[src/common/adcpc_pkg.sv]
/*
  adcpc_pkg: constants and carrier types for the converter port
  configuration and conversion control block.
  assumes: used by rtl/adcpc_top.sv and the testbench, never imported.
*/
package adcpc_pkg;
  // ----------------------------------------------------------------
  // register map (plain port, word index)
  // ----------------------------------------------------------------
  localparam logic [2:0] ADDR_CTRL0 = 3'h0;
  localparam logic [2:0] ADDR_CTRL1 = 3'h1;
  localparam logic [2:0] ADDR_RES_HI = 3'h2;
  localparam logic [2:0] ADDR_RES_LO = 3'h3;
  localparam logic [2:0] ADDR_FLAG = 3'h4;
  localparam logic [2:0] ADDR_PORT_IN = 3'h5;
  // ----------------------------------------------------------------
  // field positions
  // ----------------------------------------------------------------
  localparam int CTRL0_ON = 0;
  localparam int CTRL0_START = 2;
  localparam int CTRL0_CH_LO = 3;
  localparam int CTRL0_RC = 6;
  localparam int CTRL1_JUSTIFY = 7;
  localparam logic [7:0] CTRL1_MASK = 8'h8F;
  localparam logic [7:0] CTRL0_MASK = 8'h7D;
  localparam logic [7:0] RESET_BYTE = 8'h00;
  // ----------------------------------------------------------------
  // timing
  // ----------------------------------------------------------------
  localparam int OSC_PER_INSTR = 4;   // one instruction = 4 osc periods
  localparam int CONV_TAD = 12;       // converter clocks per conversion
  localparam int TGO_HALF_OSC = 1;    // start delay in osc ticks
  // ----------------------------------------------------------------
  // carriers
  // ----------------------------------------------------------------
  typedef struct packed {
    logic [7:0] analog;   // 1 = pin feeds the input multiplexer
    logic vref_pos_ext;   // port_a_bit3 is the positive reference
    logic vref_neg_ext;   // port_a_bit2 is the negative reference
  } adcpc_pincfg_t;
  typedef struct packed {
    logic [2:0] addr;
    logic [7:0] wdata;
    logic wr;
    logic rd;
  } adcpc_bus_t;
endpackage

[src/rtl/adcpc_top.sv]
/*
  adcpc_top: port configuration decode, conversion sequencing and result
  registers of a ten-bit converter.
  assumes: bus signals synchronous to i_clk_sys; i_osc_tick pulses one
  cycle per oscillator period; i_tad_tick one cycle per converter clock;
  the analog front end returns i_sample as the converted value.
*/
// Contract
// - the four-bit port config code selects analog or digital per pin.
// - reference codes take port_a_bit3 as positive, port_a_bit2 negative.
// - the ten-bit result is loaded into the high/low register pair.
// - at completion the start bit clears and the done flag sets together.
// - the result is readable on the clock cycle after completion.
// - converter clock starts one osc period after Q4, RC adds one instruction cycle.
// - one instruction cycle is four oscillator periods.
// - justify set gives right justification, clear gives left.
`timescale 1ns/10ps
module adcpc_top #(
  parameter int CONV_CLKS = adcpc_pkg::CONV_TAD
) (
  input wire logic i_clk_sys,
  input wire logic i_rst_b,
  input wire logic [2:0] i_addr,
  input wire logic [7:0] i_wdata,
  input wire logic i_wr,
  input wire logic i_rd,
  input wire logic i_osc_tick,
  input wire logic i_tad_tick,
  input wire logic [7:0] i_pin_level,
  input wire logic [9:0] i_sample,
  output logic [7:0] o_rdata,
  output logic [7:0] o_analog_sel,
  output logic [2:0] o_mux_ch,
  output logic o_vref_pos_ext,
  output logic o_vref_neg_ext,
  output logic o_sampling,
  output logic o_done_flag,
  output logic o_instr_q4
);
  if (CONV_CLKS < 1 || CONV_CLKS > 15) begin : g_bad_conv_clks
    $error("CONV_CLKS out of range");
  end

  typedef enum logic [3:0] {
    S_IDLE = 4'b0001,
    S_WAIT_Q4 = 4'b0010,
    S_DELAY = 4'b0100,
    S_CONV = 4'b1000
  } adcpc_state_t;

  adcpc_pkg::adcpc_bus_t bus;
  adcpc_pkg::adcpc_pincfg_t cfg_nxt;
  adcpc_state_t state_r;
  logic [7:0] ctrl0_r;
  logic [7:0] ctrl1_r;
  logic [9:0] result_r;
  logic [1:0] phase_r;
  logic [3:0] tad_cnt_r;
  logic [2:0] dly_cnt_r;
  logic done_flag_r;
  logic complete;
  logic [7:0] res_hi;
  logic [7:0] res_lo;
  logic [7:0] port_in;

  assign bus = '{addr: i_addr, wdata: i_wdata, wr: i_wr, rd: i_rd};

  // ----------------------------------------------------------------
  // port configuration decode
  // ----------------------------------------------------------------
  // table decode of the four-bit code; 011x both map to all digital
  always_comb begin
    cfg_nxt = '0;
    unique case (ctrl1_r[3:0])
      4'h0: cfg_nxt = '{8'hFF, 1'b0, 1'b0};
      4'h1: cfg_nxt = '{8'hF7, 1'b1, 1'b0};
      4'h2: cfg_nxt = '{8'h1F, 1'b0, 1'b0};
      4'h3: cfg_nxt = '{8'h17, 1'b1, 1'b0};
      4'h4: cfg_nxt = '{8'h0B, 1'b0, 1'b0};
      4'h5: cfg_nxt = '{8'h03, 1'b1, 1'b0};
      4'h6, 4'h7: cfg_nxt = '{8'h00, 1'b0, 1'b0};
      4'h8: cfg_nxt = '{8'hF3, 1'b1, 1'b1};
      4'h9: cfg_nxt = '{8'h3F, 1'b0, 1'b0};
      4'hA: cfg_nxt = '{8'h37, 1'b1, 1'b0};
      4'hB: cfg_nxt = '{8'h33, 1'b1, 1'b1};
      4'hC: cfg_nxt = '{8'h13, 1'b1, 1'b1};
      4'hD: cfg_nxt = '{8'h03, 1'b1, 1'b1};
      4'hE: cfg_nxt = '{8'h01, 1'b0, 1'b0};
      4'hF: cfg_nxt = '{8'h01, 1'b1, 1'b1};
    endcase
  end

  // registered pin routing so every output leaves a flip-flop
  always_ff @(posedge i_clk_sys or negedge i_rst_b) begin
    if (!i_rst_b) begin
      o_analog_sel <= 8'hFF;
      o_vref_pos_ext <= 1'b0;
      o_vref_neg_ext <= 1'b0;
      o_mux_ch <= 3'h0;
    end else begin
      o_analog_sel <= cfg_nxt.analog;
      o_vref_pos_ext <= cfg_nxt.vref_pos_ext;
      o_vref_neg_ext <= cfg_nxt.vref_neg_ext;
      o_mux_ch <= ctrl0_r[adcpc_pkg::CTRL0_CH_LO +: 3];
    end
  end

  // analog pins read as zero on the digital path
  genvar g;
  generate
    for (g = 0; g < 8; g++) begin : g_port
      assign port_in[g] = i_pin_level[g] & ~o_analog_sel[g];
    end
  endgenerate

  // ----------------------------------------------------------------
  // instruction phase: four osc periods per cycle
  // ----------------------------------------------------------------
  always_ff @(posedge i_clk_sys or negedge i_rst_b) begin
    if (!i_rst_b) begin
      phase_r <= 2'h0;
      o_instr_q4 <= 1'b0;
    end else if (i_osc_tick) begin
      phase_r <= phase_r + 2'h1;
      o_instr_q4 <= (phase_r == 2'(adcpc_pkg::OSC_PER_INSTR - 1));
    end else begin
      o_instr_q4 <= 1'b0;
    end
  end

  // ----------------------------------------------------------------
  // conversion sequencer
  // ----------------------------------------------------------------
  // start is only armed by software once acquisition is done
  assign complete = (state_r == S_CONV) && i_tad_tick &&
                    (tad_cnt_r == 4'(CONV_CLKS - 1));

  always_ff @(posedge i_clk_sys or negedge i_rst_b) begin
    if (!i_rst_b) begin
      state_r <= S_IDLE;
      tad_cnt_r <= 4'h0;
      dly_cnt_r <= 3'h0;
    end else begin
      unique case (state_r)
        S_IDLE: if (ctrl0_r[adcpc_pkg::CTRL0_START] &&
                    ctrl0_r[adcpc_pkg::CTRL0_ON]) begin
          state_r <= S_WAIT_Q4;
        end
        S_WAIT_Q4: if (o_instr_q4) begin
          // rc source adds a whole instruction so sleep can run
          dly_cnt_r <= ctrl0_r[adcpc_pkg::CTRL0_RC] ?
              3'(adcpc_pkg::TGO_HALF_OSC + adcpc_pkg::OSC_PER_INSTR) :
              3'(adcpc_pkg::TGO_HALF_OSC);
          state_r <= S_DELAY;
        end
        S_DELAY: if (i_osc_tick) begin
          if (dly_cnt_r <= 3'h1) begin
            tad_cnt_r <= 4'h0;
            state_r <= S_CONV;
          end else begin
            dly_cnt_r <= dly_cnt_r - 3'h1;
          end
        end
        S_CONV: if (complete) begin
          state_r <= S_IDLE;
        end else if (i_tad_tick) begin
          tad_cnt_r <= tad_cnt_r + 4'h1;
        end
      endcase
    end
  end

  // ----------------------------------------------------------------
  // control registers, result and flag
  // ----------------------------------------------------------------
  always_ff @(posedge i_clk_sys or negedge i_rst_b) begin
    if (!i_rst_b) begin
      ctrl0_r <= adcpc_pkg::RESET_BYTE;
      ctrl1_r <= adcpc_pkg::RESET_BYTE;
    end else begin
      if (bus.wr && bus.addr == adcpc_pkg::ADDR_CTRL1) begin
        ctrl1_r <= bus.wdata & adcpc_pkg::CTRL1_MASK;
      end
      if (bus.wr && bus.addr == adcpc_pkg::ADDR_CTRL0) begin
        ctrl0_r <= bus.wdata & adcpc_pkg::CTRL0_MASK;
      end
      if (complete) begin
        ctrl0_r[adcpc_pkg::CTRL0_START] <= 1'b0;
      end
    end
  end

  // flag: hardware set wins over a software clear in the same cycle
  always_ff @(posedge i_clk_sys or negedge i_rst_b) begin
    if (!i_rst_b) begin
      done_flag_r <= 1'b0;
      result_r <= 10'h000;
    end else begin
      if (complete) begin
        result_r <= i_sample;
        done_flag_r <= 1'b1;
      end else if (bus.wr && bus.addr == adcpc_pkg::ADDR_FLAG) begin
        done_flag_r <= bus.wdata[0];
      end
    end
  end

  assign res_hi = ctrl1_r[adcpc_pkg::CTRL1_JUSTIFY] ?
                  {6'h00, result_r[9:8]} : result_r[9:2];
  assign res_lo = ctrl1_r[adcpc_pkg::CTRL1_JUSTIFY] ?
                  result_r[7:0] : {result_r[1:0], 6'h00};

  // read data one cycle after the strobe; unmapped reads give zero
  always_ff @(posedge i_clk_sys or negedge i_rst_b) begin
    if (!i_rst_b) begin
      o_rdata <= 8'h00;
      o_done_flag <= 1'b0;
      o_sampling <= 1'b0;
    end else begin
      o_done_flag <= done_flag_r;
      o_sampling <= (state_r == S_IDLE) && ctrl0_r[adcpc_pkg::CTRL0_ON];
      o_rdata <= 8'h00;
      if (bus.rd) begin
        unique case (bus.addr)
          adcpc_pkg::ADDR_CTRL0: o_rdata <= ctrl0_r;
          adcpc_pkg::ADDR_CTRL1: o_rdata <= ctrl1_r;
          adcpc_pkg::ADDR_RES_HI: o_rdata <= res_hi;
          adcpc_pkg::ADDR_RES_LO: o_rdata <= res_lo;
          adcpc_pkg::ADDR_FLAG: o_rdata <= {7'h00, done_flag_r};
          adcpc_pkg::ADDR_PORT_IN: o_rdata <= port_in;
          default: o_rdata <= 8'h00;
        endcase
      end
    end
  end
endmodule // adcpc_top

[config.mk]
export PLATFORM = sky130hd
export DESIGN_NAME = adcpc_top
export DESIGN_NICKNAME = d
export VERILOG_FILES = /design/src/common/adcpc_pkg.sv /design/src/rtl/adcpc_top.sv
export SDC_FILE = /design/constraint.sdc
export NUM_CORES = 1
export LEC_CHECK = 0
export ABC_AREA = 1
export CAP_MARGIN = 25
export CORE_MARGIN = 8
export CORE_UTILIZATION = 54
export CTS_BUF_LIST = sky130_fd_sc_hd__clkbuf_4 sky130_fd_sc_hd__clkbuf_8
export DETAILED_ROUTE_END_ITERATION = 7
export DONT_BUFFER_PORTS = 1
export GPL_ROUTABILITY_DRIVEN = 0
export PLACE_DENSITY = 0.69
export SLEW_MARGIN = 30
export SYNTH_ARGS = -nofsm -noshare
export SYNTH_HDL_FRONTEND = slang
export SYNTH_SLANG_ARGS = --single-unit
export TNS_END_PERCENT = 30
[constraint.sdc]
create_clock -name i_clk_sys -period 2.52 [get_ports i_clk_sys]
set_clock_uncertainty 0.15 [all_clocks]
set_input_delay 0.252 -clock i_clk_sys [delete_from_list [all_inputs] [get_ports i_clk_sys]]
set_output_delay 0.252 -clock i_clk_sys [all_outputs]
set_load 0.005 [all_outputs]
=== Yosys cells after proc, flatten, opt, wreduce, memory -nomap -nowiden ===
Memory sizes are Yosys's and may differ from the RTL's. A register that Yosys moved wholly into a read port is not among the register bits.
Cells that the tools add are included.

* Register bits: 49
* Memory bits (read-only): 160
* Output and inout bits: 24
* Word-level logic and storage cells: 95
* Memories: 1

{| class="wikitable"
|+ Memory list
! name !! depth !! bits a word !! read ports !! clocked after Yosys merged registers in !! wr ports !! RTL line !! text
|-
| (no name shown) || 16 || 10 || 1 || 1 || 0 || adcpc_top.sv:74 || <nowiki>unique case (ctrl1_r[3:0])</nowiki>
|}

* Add/subtract/negate cells: 3
* $lt $le $gt $ge: 1
* Equality and inequality tests: 19
* Mux-type cells: 25
* Bitwise logic cells: 16
* Reductions and logical operators: 16

{| class="wikitable"
|+ Operator list
! kind !! count
|-
| $pmux W8 S6 || 1
|-
| $mux W4 || 9
|-
| $mux W8 || 3
|-
| $ne A2 B2 Y1 const B || 8
|-
| $pmux W4 S4 || 1
|-
| $mux W3 || 5
|-
| $reduce_and A5 Y1 || 2
|-
| $and A1 B1 Y1 || 8
|-
| $eq A4 B4 Y1 const B || 2
|-
| $not A1 Y1 || 8
|-
| $pmux W4 S2 || 1
|-
| $reduce_bool A2 Y1 || 4
|-
| $logic_and A1 B1 Y1 || 7
|-
| $eq A3 B2 Y1 const B || 2
|-
| $eq A3 B3 Y1 const B || 2
|-
| $pmux W3 S2 || 1
|-
| $add A4 B1 Y4 const B || 1
|-
| $eq A4 B1 Y1 const B || 1
|-
| $eq A4 B2 Y1 const B || 1
|-
| $eq A4 B3 Y1 const B || 1
|-
| $mux W1 || 4
|-
| $reduce_and A4 Y1 || 1
|-
| $eq A3 B1 Y1 const B || 1
|-
| $le A3 B1 Y1 const B || 1
|-
| other kinds (5) || 5
|}

=== Longest topological paths before layout ===
* Depth after elaboration: 5
* Mapped depth: 9
* Gate-level depth less buffers: 9

=== Worst setup path before layout ===
Ideal clock, no wire load.

* Path type: flip-flop to flip-flop
* Start: register tad_cnt_r[0]
* End: register result_r[4]
* Arrival time: 1.278 ns
* Path slack: 0.967 ns
* Stages on the path, launching flop included: 7
* Cell sequence: dfrtp_1 > ha_1 > nand2_1 > nor2_1 > nand2_2 > buf_6 > mux2_2

* Longest elaborated chain between the ends: 2

{| class="wikitable"
|+ Ends and longest elaborated chain
! element !! RTL line !! text
|-
| from (decl) || adcpc_top.sv:58 || <nowiki>logic [3:0] tad_cnt_r;</nowiki>
|-
| from (signal assigned) || adcpc_top.sv:167 || <nowiki>tad_cnt_r <= tad_cnt_r + 4'h1;</nowiki>
|-
| $eq A4 B4 Y1 || adcpc_top.sv:136 || <nowiki>(tad_cnt_r == 4'(CONV_CLKS - 1));</nowiki>
|-
| $logic_and A1 B1 Y1 || adcpc_top.sv:135 || <nowiki>assign complete = (state_r == S_CONV) && i_tad_tick &&</nowiki>
|-
| to (signal assigned) || adcpc_top.sv:200 || <nowiki>result_r <= i_sample;</nowiki>
|-
| to (decl) || adcpc_top.sv:56 || <nowiki>logic [9:0] result_r;</nowiki>
|}

No other way between the ends.
A chain may end at the register's enable or synchronous reset.

=== Worst setup path after layout ===
* Start: input port i_wr
* End: register done_flag_r

* Longest elaborated chain between the ends: 2

{| class="wikitable"
|+ Ends and longest elaborated chain
! element !! RTL line !! text
|-
| from (decl) || adcpc_top.sv:25 || <nowiki>input wire logic i_wr,</nowiki>
|-
| $logic_and A1 B1 Y1 || adcpc_top.sv:202 || <nowiki>end else if (bus.wr && bus.addr == adcpc_pkg::ADDR_FLAG) begin</nowiki>
|-
| $reduce_bool A2 Y1 (no line) || - ||
|-
| to (signal assigned) || adcpc_top.sv:203 || <nowiki>done_flag_r <= bus.wdata[0];</nowiki>
|-
| to (decl) || adcpc_top.sv:60 || <nowiki>logic done_flag_r;</nowiki>
|}

No other way between the ends.

==> impl_metrics.toml <==
[yosys]
yosysSeqAreaShare_pct = 51.8
synthCells = 317
synth_flop_cell = "dfrtp_1"
synth_edf_count = 0
synth.cell_area_um2 = 2820
avgSynthCellArea_um2 = 8.90
syn-num-nets = 360
ys_warn_count = 0
async_flop_share_pct = 100
synth-seq-cells = 58
synth_cell_types = 31

[clock_tree]
htreeDepth = 3
clkTransAtPathRegs_ns = 0.07
cts_sinks = 58
clock-root-buffer = "clkbuf_8"
clk_latency_ns = 0.34
cts_tree = "built"
cts_made_buffers = 9
cts_setup_buffers = 0
cts.path.max_buffers = 2

[worst_setup_path]
end_kind = "register"
worst-path-max-fanout = 2
cp_slowest_stage_delay_ns = 0.61
path_common_cell = "dlygate4sd3_1"
regToRegEndpoint = "done_flag_r$_DFFE_PN0P_"
cp_data_arrival_time_ns = 2.27
critPathSlowestCell = "dlygate4sd3_1"
rrSetupSlack_ns = 0.49
cp.required_ns = 2.65
r2r_start = "tad_cnt_r[0]$_DFFE_PN0P_"
path_cells = "dlygate4sd3_1 > nand3_1 > dlygate4sd3_1 > o211ai_1 > dlygate4sd3_1"
cp-start-kind = "input port"
rr_worst_depth = 6
critical_path_class = "in -> reg"

[sta]
worstMarginPinSlew_ns = 0.360
finalSetupViolations = 0
fmax_mhz = 468
rsz0062_at_grt = "false"
fin_crit_sh_pct = 84.9
slew_headroom_pct = 75.9
holdWs_ns = 0.0277
tns_ns = 0
min_period_ns = 2.14
finalMaxSlewViolations = 0
hold_viol = 0

[die]
die-area_um2 = 7790
rows = 26
ios = 59
placeableCoreArea_um2 = 5070
start_util_pct = 55.6
die_h_um = 88.3
die_w_um = 88.3

[grt]
grt_pass1_wl_mm = 11.0
antenna_found_initial = 0
grtUsageTotal_pct = 19.0
grt_max_degree = 59
first_global_vias = 2213
gr-total-overflow = 0

[place]
io_buffer_count = 0
dp.final_hpwl_mm = 4.56

[min_path]
whs_endpoint = "o_rdata[0]$_DFF_PN0_"
whs_path_depth = 2
hold_path_class = "in -> reg"
hp-start = "i_rd"

[finish]
areaGrowthSynthToFinish_pct = 19.8
mostFrequentLayoutCell = "nand2_1"
mostFrequentLayoutCells = "85 x nand2_1, 50 x dfrtp_1, 37 x nor2_1, 29 x inv_1, 26 x dlygate4sd3_1"
fill_cells = 421
final_util_pct = 66.6
n_antenna_cell = 0
fin_nets = 395
layout-drive-gt1-share_pct = 14.3

[detailed_routing]
avgRoutedWirePerCell_um = 15.3
drtIter0Drc = 108
drc = 0
postRouteAntennaNets = 0
viasPerCell = 5.16
vias = 2205
drt_pass1_iterations = 4
routed_wirelength_mm = 6.54

[power]
p_total_w = 0.00280
power_density_nw_per_um2 = 829
p_leak_nw = 1.68
peakVddDrop_mv = 0.450

[job]
maxCapViolations = 0

[status]
status = "complete, no violations"
[where the power goes]
part / switching, W / internal [W] / leakage [nW]
sequential: 0.000152 / 0.00112 / 0.731
clock: 0.000354 / 0.000501 / 0.109
combinational: 0.000406 / 0.000265 / 0.839
total: 0.000912 / 0.00189 / 1.68
[state kept, by name, summed over array words and instances (netlist names)]
name and cells:
result_r 10, o_mux_ch 3, tad_cnt_r 4, o_instr_q4 1, o_vref_pos_ext 1, ctrl1_r 5, o_vref_neg_ext 1, o_done_flag 1
dly_cnt_r 3, state_r 4, o_sampling 1, done_flag_r 1, phase_r 2, o_analog_sel 7, ctrl0_r 6, o_rdata 8
[worst max-delay path: cells and delay by family]
| kind | cells | cell delay, ns |
|---|---|---|
| AND/OR/NAND/NOR | 1 | 0.11 |
| buffers and inverters | 3 | 1.75 |
| AO/OA/AOI/OAI | 1 | 0.15 |
[layer usage]
layer,up-vias,global-route usage (%),routed length (um)
li1,1099,-,-
met1,1042,23.6,3040
met2,51,29.5,3060
met3,13,5.76,307
met4,0,8.76,127
met5,-,0,0
[timing repair]
action	CTS	global route
resized for setup	0	0
setup endpoints to repair	0	0
hold buffers	27	0
hold endpoints to repair	85	0
[area by class of cell]
class	instances	area, um^2	area share, %
clock buffers	15	200	5.93
clock inverters	1	5.00	0.148
inverters	32	120	3.56
multi-input cells	224	1220	36.0
flip-flops and latches	58	1460	43.3
well taps	70	87.6	2.59
repair buffers	27	288	8.52
[per-stage QoR]
| stage | instance area [um^2] | setup slack [ns] | cells |
|---|---|---|---|
| after detailed placement | 2890 | 0.683 | 384 |
| after global placement | 2890 | 0.742 | 384 |
| after floorplan | 2820 | 0.967 | 317 |
| final | 3380 | 0.382 | 427 |
| after CTS | 3380 | 0.421 | 427 |
| after global routing | 3380 | 0.279 | 427 |
[logic make-up after synthesis]
group	synth area share, %
xor gates and xnor gates	0.932
buffers and inverters	5.06
and+or+nand+nor	27.3
DFF	51.8
muxes	5.99
AOI/OAI and AO/OA	5.32
adders and majority gates	3.55
[cells in the mapped netlist, drive strengths merged (4+ instances only)]
master	count	area (um^2)
a21oi	10	50.1
dfrtp	50	1250
dfstp	8	210
ha	8	100
inv	31	116
mux2	14	169
nand2	89	349
nand3	22	110
nand3b	6	45.0
nand4	4	25.0
nor2	41	169
o21ai	17	85.1
[how the worst max path moves through the flow]
stage | from | cells after the start | end | slack [ns]
floorplan | tad_cnt_r[0]$_DFFE_PN0P_ | 6 | result_r[4]$_DFFE_PN0P_ | 0.97
global placement | tad_cnt_r[0]$_DFFE_PN0P_ | 9 | tad_cnt_r[1]$_DFFE_PN0P_ | 0.74
detailed placement | tad_cnt_r[0]$_DFFE_PN0P_ | 9 | tad_cnt_r[1]$_DFFE_PN0P_ | 0.68
CTS | i_wr | 5 | done_flag_r$_DFFE_PN0P_ | 0.42
global route | i_wr | 5 | done_flag_r$_DFFE_PN0P_ | 0.28
finish | i_wr | 5 | done_flag_r$_DFFE_PN0P_ | 0.38
Note: power is estimated with default switching activity, not from simulation.
